==> config.mk <==
export PLATFORM = sky130hd
export DESIGN_NAME = uart_ctrl
export DESIGN_NICKNAME = d
export VERILOG_FILES = /design/src/common/uart_pkg.sv /design/src/hdl/baud_gen.sv /design/src/hdl/uart_tx.sv /design/src/hdl/uart_ctrl.sv
export VERILOG_INCLUDE_DIRS = /design/src /design/src/common
export SDC_FILE = /design/constraint.sdc
export NUM_CORES = 1
export LEC_CHECK = 0
export ABC_AREA = 1
export BUFFER_PORTS_ARGS = -buffer_cell sky130_fd_sc_hd__buf_2
export CORE_ASPECT_RATIO = 0.6
export CORE_MARGIN = 2
export CORE_UTILIZATION = 61
export CTS_BUF_LIST = sky130_fd_sc_hd__clkbuf_8 sky130_fd_sc_hd__clkbuf_16
export DETAILED_ROUTE_END_ITERATION = 12
export PLACE_DENSITY_LB_ADDON = 0.12
export SKIP_LAST_GASP = 1
export SYNTH_ARGS = -nofsm -noshare
export SYNTH_HDL_FRONTEND = slang
export SYNTH_SLANG_ARGS = --single-unit
==> constraint.sdc <==
create_clock -name clk -period 2.6 [get_ports clk]
set_input_delay 0.52 -clock clk [delete_from_list [all_inputs] [get_ports clk]]
set_output_delay 0.52 -clock clk [all_outputs]
set_load 0.005 [all_outputs]
==> src/common/uart_map.svh <==
// register offsets, field positions, reset values and timing counts
// of the serial port control block; included by its bare name
`ifndef UART_MAP_SVH
`define UART_MAP_SVH
// byte offsets on the apb bus
`define OFS_CTRL_A 8'h00
`define OFS_CTRL_B 8'h04
`define OFS_DATA 8'h08
`define OFS_BAUD 8'h0C
`define OFS_STATUS 8'h10
`define OFS_IRQ 8'h14
// uart_control_a field positions
`define CA_UART_ON 7
`define CA_NINE_BIT 6
`define CA_SEND_BREAK 2
`define CA_RX_NINTH 1
`define CA_TX_NINTH 0
// status field positions
`define ST_OVERRUN 4
`define ST_RX_IDLE 3
`define ST_RX_FULL 2
`define ST_TX_IDLE 1
`define ST_TX_EMPTY 0
// irq register: request flag, write one to clear
`define IRQ_FLAG 0
// reset values
`define RST_BYTE 8'h00
`define RST_WORD 32'h0000_0000
// timing counts
`define BREAK_BITS 4'hD
`define OS_LAST 4'hF
`define OS_MID 4'h7
`define PRE_LOW 2'h3
`define PRE_HIGH 2'h0
`endif

==> src/common/uart_pkg.sv <==
// types shared by the serial port control block
// assumes uart_map.svh supplies all numeric constants
package uart_pkg;
   // uart_control_b fields, msb first
   typedef struct packed {
      logic tx_enable_bit;
      logic rx_enable_bit;
      logic baud_high_speed;
      logic addr_detect_en;
      logic wake_en;
      logic rx_irq_en;
      logic tx_idle_irq_en;
      logic tx_empty_irq_en;
   } ctrl_b_t;
   // serial pin drive toward the pad ring
   typedef struct packed {
      logic tx_out;
      logic tx_oe;
      logic rx_ctl;
   } pins_t;
   typedef enum logic [2:0] {TX_IDLE, TX_START, TX_DATA, TX_STOP, TX_BREAK} tx_state_t;
   typedef enum logic [1:0] {RX_IDLE, RX_START, RX_DATA, RX_STOP} rx_state_t;
endpackage : uart_pkg

==> src/hdl/baud_gen.sv <==
// baud generator: free-running 8-bit timer plus prescale of 4 or 1 set by high_speed
// assumes run drops whenever the port is switched off
`timescale 1ns/1ns
`include "uart_map.svh"
module baud_gen import uart_pkg::*; #(
   parameter int DIV_W = 8
) (
   // clock and reset
   input wire logic clk,
   input wire logic sys_rst,
   // control
   input wire logic run,
   input wire logic high_speed,
   input wire logic [DIV_W-1:0] divisor,
   // ticks
   output logic os_tick,
   output logic bit_tick
);
   if (DIV_W != 8) begin : g_bad_width
      $error("baud_gen: divisor must be 8 bits");
   end
   logic [DIV_W-1:0] timer_reg;
   logic [1:0] pre_reg;
   logic [3:0] os_reg;
   wire base_tick = (timer_reg == '0);
   wire [1:0] pre_last = high_speed ? `PRE_HIGH : `PRE_LOW;
   wire pre_done = base_tick && (pre_reg >= pre_last);
   // timer reloads N on expiry, so one base tick per N+1 clocks
   always_ff @(posedge clk) begin
      if (sys_rst || !run) begin
         timer_reg <= '0;
         pre_reg <= '0;
         os_reg <= '0;
         os_tick <= 1'b0;
         bit_tick <= 1'b0;
      end else begin
         timer_reg <= base_tick ? divisor : timer_reg - 1'b1; // [RQ10] [RQ21]
         if (base_tick)
            pre_reg <= pre_done ? 2'h0 : pre_reg + 2'h1;
         if (pre_done)
            os_reg <= os_reg + 4'h1;
         os_tick <= pre_done; // 16x rate: 4 or 1 base ticks [RQ8]
         bit_tick <= pre_done && (os_reg == `OS_LAST);
      end
   end
endmodule : baud_gen

==> src/hdl/uart_tx.sv <==
// transmit shifter: start, 8 or 9 data bits lsb first, one stop, break
// assumes bit_tick is a one-cycle pulse at the bit rate
`timescale 1ns/1ns
`include "uart_map.svh"
module uart_tx import uart_pkg::*; (
   // clock and reset
   input wire logic clk,
   input wire logic sys_rst,
   // control
   input wire logic active,
   input wire logic bit_tick,
   input wire logic nine_bit,
   input wire logic send_break,
   // holding register side
   input wire logic hold_valid,
   input wire logic [8:0] hold_word,
   output logic take,
   // status and line
   output logic busy,
   output logic line
);
   tx_state_t state_reg;
   logic [8:0] shift_reg;
   logic [3:0] cnt_reg;
   wire [3:0] last_bit = nine_bit ? 4'h8 : 4'h7;
   wire start_data = (state_reg == TX_IDLE) && hold_valid && bit_tick;
   // break only once buffered data has drained
   wire start_brk = (state_reg == TX_IDLE) && !hold_valid && send_break && bit_tick;
   assign busy = (state_reg != TX_IDLE);
   always_ff @(posedge clk) begin
      if (sys_rst || !active) begin // abort and reset [RQ4]
         state_reg <= TX_IDLE;
         shift_reg <= '0;
         cnt_reg <= '0;
         take <= 1'b0;
         line <= 1'b1;
      end else begin
         take <= start_data;
         case (state_reg)
            TX_IDLE: begin
               line <= 1'b1; // rest high [RQ20]
               if (start_data) begin
                  shift_reg <= hold_word; // ninth bit from tx_ninth_bit [RQ3]
                  line <= 1'b0;
                  state_reg <= TX_START;
               end else if (start_brk) begin
                  line <= 1'b0;
                  cnt_reg <= 4'h1;
                  state_reg <= TX_BREAK; // [RQ1]
               end
            end
            TX_START: if (bit_tick) begin
               line <= shift_reg[0];
               shift_reg <= {1'b0, shift_reg[8:1]};
               cnt_reg <= '0;
               state_reg <= TX_DATA;
            end
            TX_DATA: if (bit_tick) begin
               cnt_reg <= cnt_reg + 4'h1;
               if (cnt_reg == last_bit) begin
                  line <= 1'b1;
                  state_reg <= TX_STOP;
               end else begin
                  line <= shift_reg[0];
                  shift_reg <= {1'b0, shift_reg[8:1]};
               end
            end
            TX_STOP: if (bit_tick)
               state_reg <= TX_IDLE;
            TX_BREAK: if (bit_tick) begin
               // low at least 13 bits, then until send_break clears
               if (cnt_reg < `BREAK_BITS)
                  cnt_reg <= cnt_reg + 4'h1;
               else if (!send_break) begin // [RQ1]
                  line <= 1'b1;
                  state_reg <= TX_IDLE;
               end
            end
            default: state_reg <= TX_IDLE;
         endcase
      end
   end
endmodule : uart_tx

==> src/hdl/uart_ctrl.sv <==
// serial port control: apb registers, receiver, address detect, wake-up
// and interrupt request flag; instantiates baud_gen and uart_tx
// assumes an apb master on clk and a pad ring that resolves tx_oe
//
// Contract
// RQ1: with send_break set, drain data, then hold line low 13+ bits until cleared
// RQ2: nine-bit mode stores received ninth bit in rx_ninth_bit
// RQ3: nine-bit mode sends tx_ninth_bit as ninth data bit
// RQ4: tx enable low aborts, resets transmitter and buffer, floats transmit pin
// RQ5: transmitter drives pin only with tx enable and uart_on both set
// RQ6: rx enable low aborts reception, resets receiver and buffer, floats pin
// RQ7: receiver active only with rx enable and uart_on both set
// RQ8: bit rate is clock over 64(N+1) low speed, 16(N+1) high speed
// RQ9: divisor N is unsigned eight bits, zero to 255
// RQ10: baud timing from dedicated free-running eight-bit timer
// RQ11: address detect: address bit one marks address word and may interrupt
// RQ12: address detect: address bit zero discards word, no interrupt
// RQ13: wake enable plus sleep: receive falling edge wakes chip
// RQ14: rx irq enable: overrun or rx full setting sets request flag
// RQ15: tx idle irq enable: tx idle setting sets request flag
// RQ16: tx empty irq enable: tx empty setting sets request flag
// RQ17: one data location: writes transmit, reads return received data
// RQ18: nine-bit frames when nine_bit_select set, else eight-bit
// RQ19: uart_on low floats pins, empties buffer, resets counter, clears bits
// RQ20: tx idle when tx empty and nothing sending; idle line high
// RQ21: baud timer reloads divisor, one tick per (N+1)*64 or *16 clocks
//
// Implementation choices: the register offsets and the APB interface to the registers.
`timescale 1ns/1ns
`include "uart_map.svh"
module uart_ctrl import uart_pkg::*; (
   // clock and reset
   input wire logic clk,
   input wire logic sys_rst,
   // apb slave
   input wire logic [7:0] paddr,
   input wire logic psel,
   input wire logic penable,
   input wire logic pwrite,
   input wire logic [31:0] pwdata,
   output logic [31:0] prdata,
   output logic pready,
   output logic pslverr,
   // serial pins
   input wire logic rx_pin,
   output pins_t pins,
   // power management
   input wire logic sleep_mode,
   output logic wake_req,
   // interrupt request flag
   output logic irq_req
);
   // control registers
   logic uart_on_reg;
   logic nine_bit_reg;
   logic send_break_reg;
   logic tx_ninth_reg;
   ctrl_b_t ctrl_b_reg;
   logic [7:0] baud_divisor_reg;
   // transmit buffer
   logic [7:0] tx_hold_reg;
   logic tx_hold_ninth_reg;
   logic hold_valid_reg;
   // receive side
   logic [1:0] rx_sync_reg;
   logic rx_prev_reg;
   rx_state_t rx_state_reg;
   logic [3:0] rx_os_reg;
   logic [3:0] rx_idx_reg;
   logic [8:0] rx_shift_reg;
   logic [7:0] rx_data_reg;
   logic rx_ninth_reg;
   logic rx_full_reg;
   logic overrun_reg;
   logic rx_done_reg;
   // flag history and sequence tracking
   logic status_seen_reg;
   logic tx_idle_prev_reg;
   logic tx_empty_prev_reg;
   logic irq_flag_reg;
   // sub-block wires
   logic os_tick;
   logic bit_tick;
   logic tx_take;
   logic tx_busy;
   logic tx_line;

   // apb decode
   wire acc = psel && penable && !pready;
   wire done = psel && penable && pready;
   wire wr_done = done && pwrite && !pslverr;
   wire rd_done = done && !pwrite && !pslverr;
   wire hit_a = (paddr == `OFS_CTRL_A);
   wire hit_b = (paddr == `OFS_CTRL_B);
   wire hit_data = (paddr == `OFS_DATA);
   wire hit_baud = (paddr == `OFS_BAUD);
   wire hit_stat = (paddr == `OFS_STATUS);
   wire hit_irq = (paddr == `OFS_IRQ);
   wire mapped = hit_a || hit_b || hit_data || hit_baud || hit_stat || hit_irq;
   wire wr_a = wr_done && hit_a;
   wire wr_b = wr_done && hit_b;
   wire wr_data = wr_done && hit_data;
   wire wr_baud = wr_done && hit_baud;
   wire wr_irq = wr_done && hit_irq;
   wire rd_data = rd_done && hit_data;
   wire rd_stat = rd_done && hit_stat;

   // enables qualified by uart_on
   wire tx_active = uart_on_reg && ctrl_b_reg.tx_enable_bit; // [RQ5]
   wire rx_active = uart_on_reg && ctrl_b_reg.rx_enable_bit; // [RQ7]
   wire tx_empty = !hold_valid_reg;
   wire tx_idle = tx_empty && !tx_busy; // [RQ20]
   wire rx_idle = (rx_state_reg == RX_IDLE);
   wire rx_s = rx_sync_reg[1];

   // read mux
   wire [7:0] ctrl_a_rd = {uart_on_reg, nine_bit_reg, 3'b000, send_break_reg,
                           rx_ninth_reg, 1'b0}; // tx_ninth_bit reads zero
   wire [7:0] stat_rd = {3'b000, overrun_reg, rx_idle, rx_full_reg, tx_idle,
                         tx_empty};
   wire [7:0] rd_byte = hit_a ? ctrl_a_rd :
                        hit_b ? ctrl_b_reg :
                        hit_data ? rx_data_reg : // [RQ17]
                        hit_baud ? baud_divisor_reg :
                        hit_stat ? stat_rd :
                        hit_irq ? {7'h00, irq_flag_reg} : `RST_BYTE;

   // apb answer: one wait state so prdata and pready come from flops
   always_ff @(posedge clk) begin
      if (sys_rst) begin
         pready <= 1'b0;
         pslverr <= 1'b0;
         prdata <= `RST_WORD;
      end else begin
         pready <= acc;
         pslverr <= acc && !mapped;
         prdata <= (acc && !pwrite) ? {24'h00_0000, rd_byte} : `RST_WORD;
      end
   end

   // uart_control_a
   always_ff @(posedge clk) begin
      if (sys_rst) begin
         uart_on_reg <= 1'b0;
         nine_bit_reg <= 1'b0;
         send_break_reg <= 1'b0;
         tx_ninth_reg <= 1'b0;
      end else if (wr_a) begin
         uart_on_reg <= pwdata[`CA_UART_ON];
         nine_bit_reg <= pwdata[`CA_NINE_BIT]; // [RQ18]
         // break bit cannot be set while the port is off
         send_break_reg <= pwdata[`CA_SEND_BREAK] && pwdata[`CA_UART_ON]; // [RQ19]
         tx_ninth_reg <= pwdata[`CA_TX_NINTH];
      end else if (!uart_on_reg) begin
         send_break_reg <= 1'b0; // [RQ19]
      end
   end

   // uart_control_b; enables drop with uart_on, other bits survive
   always_ff @(posedge clk) begin
      if (sys_rst) begin
         ctrl_b_reg <= `RST_BYTE;
      end else if (wr_b) begin
         ctrl_b_reg <= pwdata[7:0];
         if (!uart_on_reg) begin
            ctrl_b_reg.tx_enable_bit <= 1'b0; // [RQ19]
            ctrl_b_reg.rx_enable_bit <= 1'b0;
         end
      end else if (!uart_on_reg) begin
         ctrl_b_reg.tx_enable_bit <= 1'b0; // [RQ19]
         ctrl_b_reg.rx_enable_bit <= 1'b0;
      end
   end

   // divisor: full unsigned 0..255
   always_ff @(posedge clk) begin
      if (sys_rst)
         baud_divisor_reg <= `RST_BYTE;
      else if (wr_baud)
         baud_divisor_reg <= pwdata[7:0]; // [RQ9]
   end

   // transmit holding register; writes while full are dropped
   always_ff @(posedge clk) begin
      if (sys_rst || !tx_active) begin // buffer emptied [RQ4] [RQ19]
         hold_valid_reg <= 1'b0;
         tx_hold_reg <= `RST_BYTE;
         tx_hold_ninth_reg <= 1'b0;
      end else if (wr_data && !hold_valid_reg) begin
         tx_hold_reg <= pwdata[7:0]; // [RQ17]
         tx_hold_ninth_reg <= nine_bit_reg && tx_ninth_reg; // [RQ3]
         hold_valid_reg <= 1'b1;
      end else if (tx_take) begin
         hold_valid_reg <= 1'b0;
      end
   end

   // status read arms the clear sequence, data access completes it
   always_ff @(posedge clk) begin
      if (sys_rst)
         status_seen_reg <= 1'b0;
      else if (rd_stat)
         status_seen_reg <= 1'b1;
      else if (done && hit_data)
         status_seen_reg <= 1'b0;
   end

   // receive pin synchroniser; only the second stage is looked at
   always_ff @(posedge clk) begin
      if (sys_rst) begin
         rx_sync_reg <= 2'b11;
         rx_prev_reg <= 1'b1;
      end else begin
         rx_sync_reg <= {rx_sync_reg[0], rx_pin};
         rx_prev_reg <= rx_s;
      end
   end

   // wake-up on falling edge, independent of the receiver enables
   always_ff @(posedge clk) begin
      if (sys_rst)
         wake_req <= 1'b0;
      else
         wake_req <= ctrl_b_reg.wake_en && sleep_mode && rx_prev_reg && !rx_s; // [RQ13]
   end

   // receive frame: 16x oversampling, start verified at mid-bit
   wire [3:0] rx_last = nine_bit_reg ? 4'h8 : 4'h7; // [RQ18]
   always_ff @(posedge clk) begin
      if (sys_rst || !rx_active) begin // abort reception [RQ6] [RQ19]
         rx_state_reg <= RX_IDLE;
         rx_os_reg <= '0;
         rx_idx_reg <= '0;
         rx_shift_reg <= '0;
         rx_done_reg <= 1'b0;
      end else begin
         rx_done_reg <= 1'b0;
         case (rx_state_reg)
            RX_IDLE: if (!rx_s) begin
               rx_os_reg <= '0;
               rx_state_reg <= RX_START;
            end
            RX_START: if (os_tick) begin
               rx_os_reg <= rx_os_reg + 4'h1;
               if (rx_os_reg == `OS_MID) begin
                  // a glitch shorter than half a bit is not a start
                  rx_state_reg <= rx_s ? RX_IDLE : RX_DATA;
                  rx_os_reg <= '0;
                  rx_idx_reg <= '0;
               end
            end
            RX_DATA: if (os_tick) begin
               rx_os_reg <= rx_os_reg + 4'h1;
               if (rx_os_reg == `OS_LAST) begin
                  rx_shift_reg <= {rx_s, rx_shift_reg[8:1]};
                  rx_idx_reg <= rx_idx_reg + 4'h1;
                  if (rx_idx_reg == rx_last)
                     rx_state_reg <= RX_STOP;
               end
            end
            RX_STOP: if (os_tick) begin
               rx_os_reg <= rx_os_reg + 4'h1;
               if (rx_os_reg == `OS_LAST) begin
                  rx_done_reg <= 1'b1;
                  rx_state_reg <= RX_IDLE;
               end
            end
            default: rx_state_reg <= RX_IDLE;
         endcase
      end
   end

   // eight-bit frames sit in the top of the shifter
   wire [8:0] rx_word = nine_bit_reg ? rx_shift_reg : {1'b0, rx_shift_reg[8:1]};
   wire addr_bit = nine_bit_reg ? rx_word[8] : rx_word[7];
   wire rx_keep = !ctrl_b_reg.addr_detect_en || addr_bit; // [RQ11] [RQ12]
   wire rx_land = rx_done_reg && rx_keep && !rx_full_reg && !overrun_reg;
   wire ovr_set = rx_done_reg && rx_keep && rx_full_reg;
   wire rx_clear = rd_data && status_seen_reg;

   // receive data register and its flags; set beats clear
   always_ff @(posedge clk) begin
      if (sys_rst || !rx_active) begin // receive buffer reset [RQ6] [RQ19]
         rx_full_reg <= 1'b0;
         overrun_reg <= 1'b0;
      end else begin
         if (ovr_set)
            overrun_reg <= 1'b1;
         else if (rx_clear)
            overrun_reg <= 1'b0;
         if (rx_land)
            rx_full_reg <= 1'b1;
         else if (rx_clear || rd_data)
            rx_full_reg <= 1'b0;
      end
   end

   // data and ninth bit keep their value across disable
   always_ff @(posedge clk) begin
      if (sys_rst) begin
         rx_data_reg <= `RST_BYTE;
         rx_ninth_reg <= 1'b0;
      end else if (rx_land) begin
         rx_data_reg <= rx_word[7:0];
         rx_ninth_reg <= nine_bit_reg && rx_word[8]; // [RQ2]
      end
   end

   // flag histories for rising-edge interrupt events
   always_ff @(posedge clk) begin
      if (sys_rst) begin
         tx_idle_prev_reg <= 1'b1;
         tx_empty_prev_reg <= 1'b1;
      end else begin
         tx_idle_prev_reg <= tx_idle;
         tx_empty_prev_reg <= tx_empty;
      end
   end

   // overrun counts only as it becomes set, not on every later word
   wire rx_irq = ctrl_b_reg.rx_irq_en && ((ovr_set && !overrun_reg) || rx_land); // [RQ14]
   wire idle_irq = ctrl_b_reg.tx_idle_irq_en && tx_idle && !tx_idle_prev_reg; // [RQ15]
   wire empty_irq = ctrl_b_reg.tx_empty_irq_en && tx_empty && !tx_empty_prev_reg; // [RQ16]
   wire irq_set = rx_irq || idle_irq || empty_irq;

   // request flag: write one clears, a same-cycle event wins
   always_ff @(posedge clk) begin
      if (sys_rst)
         irq_flag_reg <= 1'b0;
      else if (irq_set)
         irq_flag_reg <= 1'b1;
      else if (wr_irq && pwdata[`IRQ_FLAG])
         irq_flag_reg <= 1'b0;
   end

   // pin drive registered; disabled ends float
   always_ff @(posedge clk) begin
      if (sys_rst) begin
         pins <= '0;
         irq_req <= 1'b0;
      end else begin
         pins.tx_out <= tx_active ? tx_line : 1'b1;
         pins.tx_oe <= tx_active; // [RQ5] [RQ4]
         pins.rx_ctl <= rx_active; // [RQ7]
         irq_req <= irq_flag_reg;
      end
   end

   // baud counter held in reset while the port is off
   baud_gen #(
      .DIV_W(8)
   ) u_baud (
      .clk(clk),
      .sys_rst(sys_rst),
      .run(uart_on_reg), // [RQ19]
      .high_speed(ctrl_b_reg.baud_high_speed), // [RQ8]
      .divisor(baud_divisor_reg),
      .os_tick(os_tick),
      .bit_tick(bit_tick)
   );

   // transmit shifter
   uart_tx u_tx (
      .clk(clk),
      .sys_rst(sys_rst),
      .active(tx_active),
      .bit_tick(bit_tick),
      .nine_bit(nine_bit_reg),
      .send_break(send_break_reg),
      .hold_valid(hold_valid_reg),
      .hold_word({tx_hold_ninth_reg, tx_hold_reg}),
      .take(tx_take),
      .busy(tx_busy),
      .line(tx_line)
   );
endmodule : uart_ctrl

==> flow_summary_export.csv <==
group,metric,value,unit
synthesis,synthMuxAreaShare,0,%
global_route,grt.overflow.total,0,
timing,finalSetupTns,0,ps
clock_network,post-cts-setup-buffer-count,0,
power_and_ir_drop,swShare,20.5,%
timing,layout_worst_path_cycle_share,78.8,%
outcome,status,"complete, no violations",
timing,min_period,2050,ps
timing,fin_ws,552,ps
route,drtIter0Drc,516,
route,wirelength,14.2,mm
floorplanning,rows,27,
power_and_ir_drop,combinationalPowerShare,2.0,%
synthesis,synth_top_area_share,41.1,%
setup_path,cp.arrival,2400,ps
setup_path,path_cells,"nand2_2 > nor2_2 > inv_1 > nor4_1 > nand3_1 > nand2_1",
timing,worst_pin_slew,629,ps
placed_design,hpwlAfterDp,10.4,mm
synthesis,synth_warnings,0,
timing,slew_headroom,58.0,%
floorplanning,initial_core_util,62.5,%
global_route,gr-usage-met1,43.0,%
floorplanning,die_w,129,um
power_and_ir_drop,p_seq_share,41.9,%
synthesis,synthXorXnorAreaFrac,1.23,%
global_route,grt-busiest-layer,"met1",
setup_path,cp_slowest_cell,"nor2_2",
placed_design,numPortBuffers,37,
global_route,grt_pass1_wl,23.0,mm
timing,fmax,488,MHz
clock_network,cts_sinks,117,
timing,holdWs,296,ps
setup_path,critical_path_cell_count,6,
setup_path,cp.buffers_inverters,1,
timing,skew,6.51,ps
power_and_ir_drop,power,4.30,mW
clock_network,cts_buffers,17,
power_and_ir_drop,power.internal,3.42,mW
global_route,track_usage,29.2,%
route,drc_errors,0,
power_and_ir_drop,p_leak,2.72,nW
power_and_ir_drop,clockPowerShare,56.1,%
timing,rsz0062_at_grt,"false",
setup_path,reg2reg_from,"uart_on_reg$_SDFFE_PP0P_",
synthesis,synth_top_family_by_area,"simple AND/OR/NAND/NOR gates",
placed_design,place_ws,364,ps
clock_network,cts_tree,"yes",
finish,diodes,0,
placed_design,gp_congestion,0.926,
clock_network,hold_buffers,0,
setup_path,r2r_slack,550,ps
clock_network,clockRootBuffer,"clkbuf_16",
setup_path,worstSetupPathType,"flip-flop to flip-flop",
global_route,grt_start_max_net_pins,23,
finish,nets,894,
power_and_ir_drop,powerDensity,662,nW/um^2
clock_network,cts_max_level,4,
setup_path,required,2960,ps
timing,slew_viol_final,0,
synthesis,netlist.top_cell.by_area,"dfxtp_1",
route,viasPerCell,5.52,
synthesis,syn_inst,796,
floorplanning,coreArea,9120,um^2
route,drt-wirelength-per-cell,14.7,um
setup_path,cpPeakStageDelay,540,ps
run,max_cap_viol_count,0,
clock_network,clk_pin_slew,50,ps
setup_path,rr_worst_depth,6,
power_and_ir_drop,ir_drop,0.494,mV
timing,finalHoldViolCount,0,
synthesis,synth_compound_gate_area_share,13.7,%
setup_path,setup.worst_path.start_class,"flip-flop",
global_route,use_met3,6.67,%
route,postRouteAntennaNets,0,
synthesis,avgSynthCellArea,7.16,um^2
power_and_ir_drop,p_switching,0.880,mW
clock_network,cts_resized,0,
synthesis,ys_types,44,
worst_hold_path,min_path_type,"input port to flip-flop",
synthesis,ys_seq_area_share,41.1,%
setup_path,worstSetupEndpointType,"flip-flop",
timing,setup-violations-final,0,
setup_path,crit_start,"uart_on_reg$_SDFFE_PP0P_",
setup_path,cp_max_fo,16,
clock_network,clock_path_buffers,2,
finish,area_growth_syn_to_layout,13.8,%
global_route,grt_pass1_vias,4690,
floorplanning,io_pins,86,
clock_network,clock_latency,420,ps
floorplanning,die_h,78.9,um
global_route,grt_antenna_before_repair,0,
synthesis,yosys-top-cells-area,"dfxtp_1 41%, nand2_1 9.4%, nor2_1 8.0%",
global_route,use_met2,42.1,%
synthesis,yosys.area_share.simple,31.2,%
route,first_pass_iters,5,
route,dr_total_vias,5335,
floorplanning,floorplan.die_area,10200,um^2
synthesis,synth_fa_ha_area_share,1.76,%
synthesis,ys_seq_elements,117,
finish,drive_above_1_share,14.2,%
setup_path,path_delay_family,"simple AND/OR/NAND/NOR gates",
synthesis,syn-cell-area,5700,um^2
[synthesized netlist by cell type]
library cell and number:
nand2_1 143, nor2_1 121, dfxtp_1 117, inv_1 79
o21ai_0 70, a21oi_1 67, nand3_1 54, buf_4 27
nor3_1 11, ha_1 8, inv_2 7, nand2_2 7
nand4_1 7, nand2_4 6, buf_2 5, clkbuf_1 5
nor2_2 5, nor2_4 5, or2_2 5, nand3_2 4
o21ai_1 4, xnor2_1 4, xor2_1 4, a211oi_1 2
buf_1 2, buf_6 2, inv_4 2, nand3b_1 2
nor2_8 2, nor3_2 2, nor3_4 2, nor4_1 2
o211ai_1 2, a21boi_1 1, a21oi_2 1, a31oi_1 1
clkinv_1 1, clkinv_4 1, conb_1 1, nand3b_4 1
nor3b_1 1, o21bai_1 1, o221ai_1 1, o22ai_1 1
[how the worst min path moves through the flow]
stage,startpoint,endpoint,depth (start not counted)
floorplan,rx_sync_reg[0]$_SDFF_PP1_,rx_sync_reg[1]$_SDFF_PP1_,1
global placement,rx_sync_reg[0]$_SDFF_PP1_,rx_sync_reg[1]$_SDFF_PP1_,1
detailed placement,rx_sync_reg[0]$_SDFF_PP1_,rx_sync_reg[1]$_SDFF_PP1_,1
CTS,rx_pin,rx_sync_reg[0]$_SDFF_PP1_,2
global route,rx_pin,rx_sync_reg[0]$_SDFF_PP1_,2
finish,rx_pin,rx_sync_reg[0]$_SDFF_PP1_,2
[power by group through the flow]
stage	clock (mW)	combinational, mW	sequential, mW
floorplan	0	0.0695	1.84
global placement	0	0.0814	1.84
detailed placement	0	0.0837	1.84
CTS	2.42	0.0840	1.80
global route	2.51	0.0952	1.80
finish	2.41	0.0862	1.80
[per-stage QoR]
step / util (%) / instance area (um^2) / cells
finish: 71.1 / 6490 / 967
global route: 71.1 / 6490 / 967
CTS: 71.1 / 6490 / 967
detailed placement: 64.4 / 5880 / 936
global placement: 64.4 / 5880 / 936
floorplan: - / 5790 / 819
[cell type report]
class,count,area (um^2)
sequential,117,2340
clock inverter,10,130
inverter,90,348
multi-input combinational,571,2820
timing repair buffer,42,223
fill,749,2630
tap,116,145
clock buffer,21,480
[cells by family after synthesis]
family                     Yosys count
AOI/OAI and AO/OA                  151
xor gates and xnor gates             8
adders and majority gates            8
buffers and inverters              131
DFF                                117
other                                1
and+or+nand+nor                    380
[placed cells by master, fill, tap and decap left out, types with 3 or more instances in the layout]
cell	instances
buf_4	5
xnor2_1	4
nand4_1	7
xor2_1	4
buf_2	37
o21ai_1	4
a21oi_1	67
nor2_4	5
nand3_1	54
nand2_4	6
clkinvlp_4	3
ha_1	8
nor2_2	5
bufinv_16	3
clkbuf_16	17
or2_2	5
nor2_1	121
inv_2	7
o21ai_0	70
clkbuf_8	4
nor3_1	11
nand2_2	7
inv_1	81
dfxtp_1	117
nand3_2	4
nand2_1	143
conb_1	24
[routing by layer]
metal | part of all wire, % | up-vias
li1 | - | 2614
met1 | 47 | 2431
met2 | 42 | 266
met3 | 9.4 | 24
met4 | 1.4 | 0
met5 | 0 | -
(Power assumes the default switching activity.)
